`src/rtl/pdes_map.svh`:
```
`ifndef PDES_MAP_SVH
`define PDES_MAP_SVH

// register byte offsets
`define PDES_OFF_CTRL    8'h00
`define PDES_OFF_CMD     8'h04
`define PDES_OFF_PULSE   8'h08
`define PDES_OFF_SPEED   8'h0C
`define PDES_OFF_DECEL   8'h10
`define PDES_OFF_SLMP    8'h14
`define PDES_OFF_SLMM    8'h18
`define PDES_OFF_LPOS    8'h1C
`define PDES_OFF_ERR     8'h20
`define PDES_OFF_DSTAT   8'h24

// control register fields
`define PDES_CTRL_HWEN   0
`define PDES_CTRL_SLEN   1
`define PDES_CTRL_INST   2
`define PDES_CTRL_W      3
`define PDES_CTRL_RST    3'h1

// command codes
`define PDES_CMD_REL     8'h40
`define PDES_CMD_CREL    8'h41
`define PDES_CMD_ABS     8'h42
`define PDES_CMD_CLR     8'h79

// error bit positions
`define PDES_ERR_SLP     0
`define PDES_ERR_SLM     1
`define PDES_ERR_HLP     2
`define PDES_ERR_HLM     3
`define PDES_ERR_ALM     4
`define PDES_ERR_EMG     5
`define PDES_ERR_W       6

// synchronised input positions
`define PDES_IN_LP       0
`define PDES_IN_LM       1
`define PDES_IN_ALM      2
`define PDES_IN_EMG      3
`define PDES_IN_W        4

// drive status fields
`define PDES_DST_BUSY    0
`define PDES_DST_FIN     1
`define PDES_DST_DIR     2

// reset values and rate
`define PDES_SPEED_RST   32'h000003E8
`define PDES_DECEL_RST   32'h00000000
`define PDES_SLMP_RST    32'h7FFFFFFF
`define PDES_SLMM_RST    32'h80000000
`define PDES_CLK_HZ      32'h01312D00

`endif

```
`src/rtl/pdes_pkg.sv`:
```
package pdes_pkg;

  typedef enum logic [2:0] {
    PDES_IDLE  = 3'b001,
    PDES_RUN   = 3'b010,
    PDES_DECEL = 3'b100
  } pdes_state_type;

  typedef struct packed {
    pdes_state_type st;
    logic           dir;
    logic           fin;
    logic           pulse;
    logic [31:0]    rem;
    logic [31:0]    pos;
    logic [31:0]    acc;
    logic [31:0]    cur_spd;
    logic [31:0]    spd;
    logic [31:0]    dec;
    logic [31:0]    pcount;
    logic [31:0]    slp;
    logic [31:0]    slm;
    logic [2:0]     ctrl;
    logic [5:0]     err;
    logic [3:0]     s1;
    logic [3:0]     s2;
    logic [3:0]     s3;
    logic [3:0]     in;
    logic [31:0]    rdata;
  } pdes_regs_type;

endpackage : pdes_pkg

```
`src/rtl/pdes_top.sv`:
```
`timescale 1ns/1ns
`include "pdes_map.svh"
module pdes_top
  import pdes_pkg::*;
(
  input  wire logic        mclk_i,
  input  wire logic        resetn_i,
  input  wire logic        psel_i,
  input  wire logic        penable_i,
  input  wire logic        pwrite_i,
  input  wire logic [7:0]  paddr_i,
  input  wire logic [31:0] pwdata_i,
  output logic      [31:0] prdata_o,
  output logic             pready_o,
  output logic             pslverr_o,
  input  wire logic        plus_limit_input_i,
  input  wire logic        minus_limit_input_i,
  input  wire logic        alarm_i,
  input  wire logic        emg_stop_i,
  output logic             pulse_o,
  output logic             dir_o,
  output logic             busy_o
);

  pdes_regs_type q;
  pdes_regs_type d;

  logic        wr;
  logic        setup;
  logic        mapped;
  logic        clr;
  logic        start;
  logic        sdir;
  logic [31:0] srem;
  logic [31:0] diff;
  logic        dir_e;
  logic        hw_en;
  logic        sl_hit;
  logic        hw_hit;
  logic        hard_stop;
  logic [5:0]  cause;
  logic [32:0] acc_sum;
  logic        tick;
  logic        last;
  logic        active;

  always_comb begin
    case (paddr_i)
      `PDES_OFF_CTRL, `PDES_OFF_CMD, `PDES_OFF_PULSE, `PDES_OFF_SPEED,
      `PDES_OFF_DECEL, `PDES_OFF_SLMP, `PDES_OFF_SLMM, `PDES_OFF_LPOS,
      `PDES_OFF_ERR, `PDES_OFF_DSTAT: mapped = 1'b1;
      default: mapped = 1'b0;
    endcase
  end

  assign setup     = psel_i & ~penable_i;
  assign wr        = psel_i & penable_i & pwrite_i & mapped;
  assign pready_o  = psel_i & penable_i;
  assign pslverr_o = psel_i & penable_i & ~mapped;
  assign prdata_o  = q.rdata;
  assign pulse_o   = q.pulse;
  assign dir_o     = q.dir;
  assign busy_o    = (q.st != PDES_IDLE);

  always_comb begin
    d       = q;
    d.pulse = 1'b0;
    // three-stage sampling, a change counts once stages two and three agree
    d.s1 = {emg_stop_i, alarm_i, minus_limit_input_i, plus_limit_input_i};
    d.s2 = q.s1;
    d.s3 = q.s2;
    d.in = (q.s2 & q.s3) | (q.in & (q.s2 ^ q.s3));

    clr   = 1'b0;
    start = 1'b0;
    sdir  = q.dir;
    srem  = 32'h00000000;
    diff  = q.pcount - q.pos;
    if (wr) begin
      case (paddr_i)
        `PDES_OFF_CTRL:  d.ctrl = pwdata_i[`PDES_CTRL_W-1:0];
        `PDES_OFF_PULSE: d.pcount = pwdata_i;
        `PDES_OFF_SPEED: d.spd = pwdata_i;
        `PDES_OFF_DECEL: d.dec = pwdata_i;
        `PDES_OFF_SLMP:  d.slp = pwdata_i;
        `PDES_OFF_SLMM:  d.slm = pwdata_i;
        `PDES_OFF_LPOS:  d.pos = pwdata_i;
        `PDES_OFF_CMD: begin
          case (pwdata_i[7:0])
            `PDES_CMD_CLR: clr = 1'b1;
            `PDES_CMD_REL: begin
              start = 1'b1;
              sdir  = ~q.pcount[31];
              srem  = q.pcount[31] ? (32'h00000000 - q.pcount) : q.pcount;
            end
            `PDES_CMD_CREL: begin
              start = 1'b1;
              sdir  = 1'b0;
              srem  = q.pcount;
            end
            `PDES_CMD_ABS: begin
              start = 1'b1;
              sdir  = ~diff[31];
              srem  = diff[31] ? (32'h00000000 - diff) : diff;
            end
            default: ;
          endcase
        end
        default: ;
      endcase
    end

    // stop causes; limits seen in the direction that is or is about to be driven, alarm and emergency in either
    dir_e = start ? sdir : q.dir;
    hw_en = q.ctrl[`PDES_CTRL_HWEN];
    cause = 6'h00;
    cause[`PDES_ERR_SLP] = q.ctrl[`PDES_CTRL_SLEN] & dir_e
                           & ($signed(q.pos) >= $signed(q.slp));
    cause[`PDES_ERR_SLM] = q.ctrl[`PDES_CTRL_SLEN] & ~dir_e
                           & ($signed(q.pos) <= $signed(q.slm));
    cause[`PDES_ERR_HLP] = hw_en & dir_e & q.in[`PDES_IN_LP];
    cause[`PDES_ERR_HLM] = hw_en & ~dir_e & q.in[`PDES_IN_LM];
    cause[`PDES_ERR_ALM] = q.in[`PDES_IN_ALM];
    cause[`PDES_ERR_EMG] = q.in[`PDES_IN_EMG];
    sl_hit    = cause[`PDES_ERR_SLP] | cause[`PDES_ERR_SLM];
    hw_hit    = cause[`PDES_ERR_HLP] | cause[`PDES_ERR_HLM];
    hard_stop = hw_hit | cause[`PDES_ERR_ALM] | cause[`PDES_ERR_EMG]
                | (sl_hit & q.ctrl[`PDES_CTRL_INST]);

    // rate accumulator: one pulse each time the sum reaches or passes the clock rate
    active  = (q.st != PDES_IDLE);
    acc_sum = {1'b0, q.acc} + {1'b0, q.cur_spd};
    tick    = active & (acc_sum >= {1'b0, `PDES_CLK_HZ});
    last    = tick & (q.rem == 32'h00000001);

    // set wins over clear; terminating step sets nothing
    d.err = ((clr | start) ? 6'h00 : q.err)
            | ((start | (active & ~last)) ? cause : 6'h00);
    if (clr) begin
      d.fin = 1'b0;
    end

    if (start) begin
      d.dir     = sdir;
      d.rem     = srem;
      d.acc     = 32'h00000000;
      d.cur_spd = q.spd;
      if ((|cause) | (srem == 32'h00000000)) begin
        d.st  = PDES_IDLE;
        d.fin = 1'b1;
      end else begin
        d.st  = PDES_RUN;
        d.fin = 1'b0;
      end
    end else begin
      case (q.st)
        PDES_IDLE: ;
        PDES_RUN, PDES_DECEL: begin
          if (hard_stop & ~last) begin
            d.st  = PDES_IDLE;
            d.fin = 1'b1;
          end else begin
            if (sl_hit & (q.st == PDES_RUN)) begin
              d.st = PDES_DECEL;
            end
            d.acc = tick ? (acc_sum[31:0] - `PDES_CLK_HZ) : acc_sum[31:0];
            if (tick) begin
              d.pulse = 1'b1;
              d.pos   = q.dir ? (q.pos + 32'h00000001) : (q.pos - 32'h00000001);
              d.rem   = q.rem - 32'h00000001;
              if (q.st == PDES_DECEL) begin
                d.cur_spd = (q.cur_spd > q.dec) ? (q.cur_spd - q.dec) : 32'h00000000;
              end
              // zero decrement ends a decelerating stop at its first pulse
              if (last | ((q.st == PDES_DECEL)
                          & ((q.cur_spd <= q.dec) | (q.dec == 32'h00000000)))) begin
                d.st  = PDES_IDLE;
                d.fin = 1'b1;
              end
            end
          end
        end
        default: d.st = PDES_IDLE;
      endcase
    end

    // read data captured in the setup phase
    if (setup) begin
      case (paddr_i)
        `PDES_OFF_CTRL:  d.rdata = {29'h00000000, q.ctrl};
        `PDES_OFF_PULSE: d.rdata = q.pcount;
        `PDES_OFF_SPEED: d.rdata = q.spd;
        `PDES_OFF_DECEL: d.rdata = q.dec;
        `PDES_OFF_SLMP:  d.rdata = q.slp;
        `PDES_OFF_SLMM:  d.rdata = q.slm;
        `PDES_OFF_LPOS:  d.rdata = q.pos;
        `PDES_OFF_ERR:   d.rdata = {26'h0000000, q.err};
        `PDES_OFF_DSTAT: d.rdata = {29'h00000000, q.dir, q.fin, active};
        default:         d.rdata = 32'h00000000;
      endcase
    end
  end

  always_ff @(posedge mclk_i or negedge resetn_i) begin
    if (!resetn_i) begin
      q         <= '0;
      q.st      <= PDES_IDLE;
      q.dir     <= 1'b1;
      q.spd     <= `PDES_SPEED_RST;
      q.cur_spd <= `PDES_SPEED_RST;
      q.dec     <= `PDES_DECEL_RST;
      q.slp     <= `PDES_SLMP_RST;
      q.slm     <= `PDES_SLMM_RST;
      q.ctrl    <= `PDES_CTRL_RST;
    end else begin
      q <= d;
    end
  end

endmodule : pdes_top

```
`config.mk`:
```
export PLATFORM = sky130hd
export DESIGN_NAME = pdes_top
export DESIGN_NICKNAME = d
export VERILOG_FILES = /design/src/rtl/pdes_pkg.sv /design/src/rtl/pdes_top.sv
export VERILOG_INCLUDE_DIRS = /design/src /design/src/rtl
export SDC_FILE = /design/constraint.sdc
export NUM_CORES = 1
export LEC_CHECK = 0
export ABC_AREA = 1
export ABC_CLOCK_PERIOD_IN_PS = 10700
export CAP_MARGIN = 20
export CORE_MARGIN = 3
export CORE_UTILIZATION = 57
export DETAILED_ROUTE_END_ITERATION = 16
export DONT_BUFFER_PORTS = 1
export MAX_ROUTING_LAYER = met4
export PLACE_DENSITY_LB_ADDON = 0.12
export SLEW_MARGIN = 30
export SYNTH_ARGS = -nofsm -noshare
export SYNTH_HDL_FRONTEND = slang
export SYNTH_SLANG_ARGS = --single-unit
```
`constraint.sdc`:
```
create_clock -name mclk_i -period 10.7 [get_ports mclk_i]
set_clock_uncertainty 0.05 [all_clocks]
set_input_delay 1.07 -clock mclk_i [delete_from_list [all_inputs] [get_ports mclk_i]]
set_output_delay 1.07 -clock mclk_i [all_outputs]
set_load 0.01 [all_outputs]
```
==> impl_results.md <==
* Mapped cell area at 29,430 um2
* Drt drc at 0
* Lkg Pwr at 16.03 nW
* Largest net degree at the start of global routing at 352
* Die height at 233.2 um
* TNS Setup at 0 ps
* Worst reg2reg endpoint: q[281]$_DFF_PN0_
* Critical Path Sink Type: flop
* F_max at 161.7 MHz
* Worst setup margin at 4518 ps
* Cts bufs inserted at 41
* Clk sinks at 351
* Ports at 86
* Status: complete, no violations
* Pwr per Cell Area at 92.61 nW/um2
* Input/output buffers at 0
* Final core occ at 61.47%
* Setup slack, reg-to-reg at 4640 ps
* First-pass GRT wire length at 163.9 mm
* Design Area, Final at 31,090 um2
* Crit-path cells: inv_1 -> nand2_1 -> nor3_2 -> nand2_1 -> inv_1 -> nor3_1 -> nor2_4 -> nand3_1 -> o21ai_2 -> nor2_1 -> o21ai_1 -> nand2_1 -> nand2_1 -> nand2_1 -> nand2_4 -> nand3_4 -> inv_2 -> nand2_1 -> nand2_1 -> inv_1
* Fin crit share at 57.78%
* CP delay by family, top: simple AND/OR/NAND/NOR gates
* Vias in the first global route at 27,270
* 1st-iter DRT viols at 3,964
* Rows at 82
* Post-synth top flop: dfrtp_1
* CTS tree: done
* Mapped Nets at 4,711
* Yosys reg bits at 351
* RSZ-0062 raised after global routing: no
* Post-synth EDFFs at 0
* Worst hold path type: in -> async
* Reg2reg start: q[282]$_DFF_PN0_
* GPL Wtd Cong at 1.020
* Area grow syn2layout at 5.646%
* Pre-CTS WS at 4178 ps
* Register clock-pin slew on the reported worst setup and hold paths at 60 ps
* Setup Buffers After CTS at 0
* Max IR drop VDD at 130.2 uV
* Final worst path period need at 6182 ps
* Post-synthesis async set-or-reset flop share at 100.0%
* Syn Inst Count at 4,459
* CTS max path bufs at 3
* H-tree depth at 2
* Via count at 30,320
* Ys Warns at 0
* Critical path arrival at 6580 ps
* GRT Overall Usage at 40.42%
* Kind of start point of the critical path: primary input
* Clock Latency Late Sink at 570 ps
* Slowest cell on crit path: inv_2
* CP max stage delay at 920 ps
* CP most frequent cell: nand2_1
* Initial antenna violation count at 1
* Core area at 50,580 um2
* Slew margin rel. at 23.92%
* Req. time, crit path at 11,100 ps
* Post-DP Area at 29,660 um2
* Worst Hold Slack at 154.8 ps
* Sequential area share after synthesis at 30.05%
* Post-CTS resize count at 0
* Worst slew pin tran at 1141 ps
* Yosys cell types at 65
* Layout cells sized above 1 at 4.532%
* Antenna-violating nets left at 0
* Critical-path maximum fanout at 51
* Grt total ovfl at 0
* Final wirelength at 108.5 mm
* Crit Path Category: in -> reg
* Worst reg2reg path depth at 25
* Final setup vio count at 0
* DR vias/cell at 5.987
* Final #Nets at 4,610
* Die Wd at 233.2 um
* Final Slew Violations at 0
* Routed wire per std cell at 21.42 um
* Pre-antenna DRT Iters at 6
* Die area at 54,390 um2
* WP buf/inv at 4
* Final Hold Viols at 0
* Avg Inst Size Synth at 6.600 um2
* DP HPWL at 85.44 mm
* Starting Density at 58.18%
* Clock root cell: clkbuf_16
* # hold bufs at CTS at 0
* Max capacitance violation total at 0
final cells by class:
type,instances,area [um2]
Timing Repair Buffer,21,165.2
Clock inverter,17,186.4
Clock buffer,59,1216
Inverter,591,2218
Multi-Input combinational cell,3352,17620
Sequential cell,351,8842
Tap cell,672,840.8
Fill cell,4927,19490
Antenna cell,2,5.005
cells in the final DEF (no fill, tap or decap), types with 63 or more instances in the layout:
master	instances
a21oi_1	199
dfrtp_1	304
ha_1	199
inv_1	574
nand2_1	1306
nand3_1	358
nand4_1	73
nor2_1	311
nor3_1	63
o21ai_0	399
o22ai_1	75
xor2_1	69
cells in the mapped netlist, drive strengths merged (22+ instances only):
| cell type | number | area share (%) |
|---|---|---|
| a21oi | 204 | 3.5 |
| buf | 75 | 1.7 |
| clkbuf | 90 | 1.1 |
| dfrtp | 304 | 26 |
| dfstp | 47 | 4.2 |
| ha | 199 | 8.5 |
| inv | 590 | 7.5 |
| nand2 | 1316 | 17 |
| nand3 | 362 | 6.2 |
| nand3b | 22 | 0.56 |
| nand4 | 74 | 1.6 |
| nor2 | 319 | 4.1 |
| nor3 | 68 | 1.2 |
| o21ai | 419 | 7.2 |
| o22ai | 75 | 1.6 |
| o31ai | 28 | 0.71 |
| xnor2 | 45 | 1.3 |
| xor2 | 70 | 2.1 |
flip-flops by register name, summed over array words and instances, names as in the netlist:
signal	cells
cause	2
d	8
dir_o	1
hw_en	1
prdata_o	32
pulse_o	1
q	306
per-stage QoR:
stage                     std cells  total power, mW
after floorplan                4459            1.402
after global placement         4986            1.424
after detailed placement       4986            1.425
after CTS                      5062            2.881
after global routing           5064            2.948
final                          5065            2.879
kinds of logic after synthesis:
group	after synthesis	share of synthesized area, %
mux	4	0.1530
compound gates	838	15.94
buf+inv	756	10.35
simple gates	2192	31.33
xor+xnor	115	3.448
flops	351	30.05
fa+ha+maj	203	8.733
routing by layer:
| layer | up-vias | track usage [%] | part of all wire [%] |
|---|---|---|---|
| li1 | 14480 | - | - |
| met5 | - | - | 0 |
| met4 | 0 | 11.49 | 3.1 |
| met1 | 14030 | 57.62 | 43 |
| met2 | 1605 | 57.34 | 42 |
| met3 | 212 | 9.329 | 12 |
worst max-delay path by stage:
stage                start                  to  slack (ps)  depth (start not counted)
3_3_place_gp   pwdata_i[3]    q[281]$_DFF_PN0_        4260                         20
2_1_floorplan  pwdata_i[3]  q[238]$_DFFE_PN0P_        7250                         20
3_5_place_dp   pwdata_i[3]    q[281]$_DFF_PN0_        4180                         20
5_1_grt        pwdata_i[3]    q[311]$_DFF_PN0_        4050                         20
6_report       pwdata_i[3]    q[281]$_DFF_PN0_        4520                         20
4_1_cts        pwdata_i[3]    q[281]$_DFF_PN0_        4690                         20
power breakdown:
part           leakage [nW]  switching, mW  internal, mW  total [mW]
clock                 0.685          0.608         0.869        1.48
sequential             4.49        0.00625          1.33        1.34
combinational          10.9         0.0490        0.0139      0.0629
total                  16.0          0.663          2.22        2.88
Power figures use the tool's default switching activity.
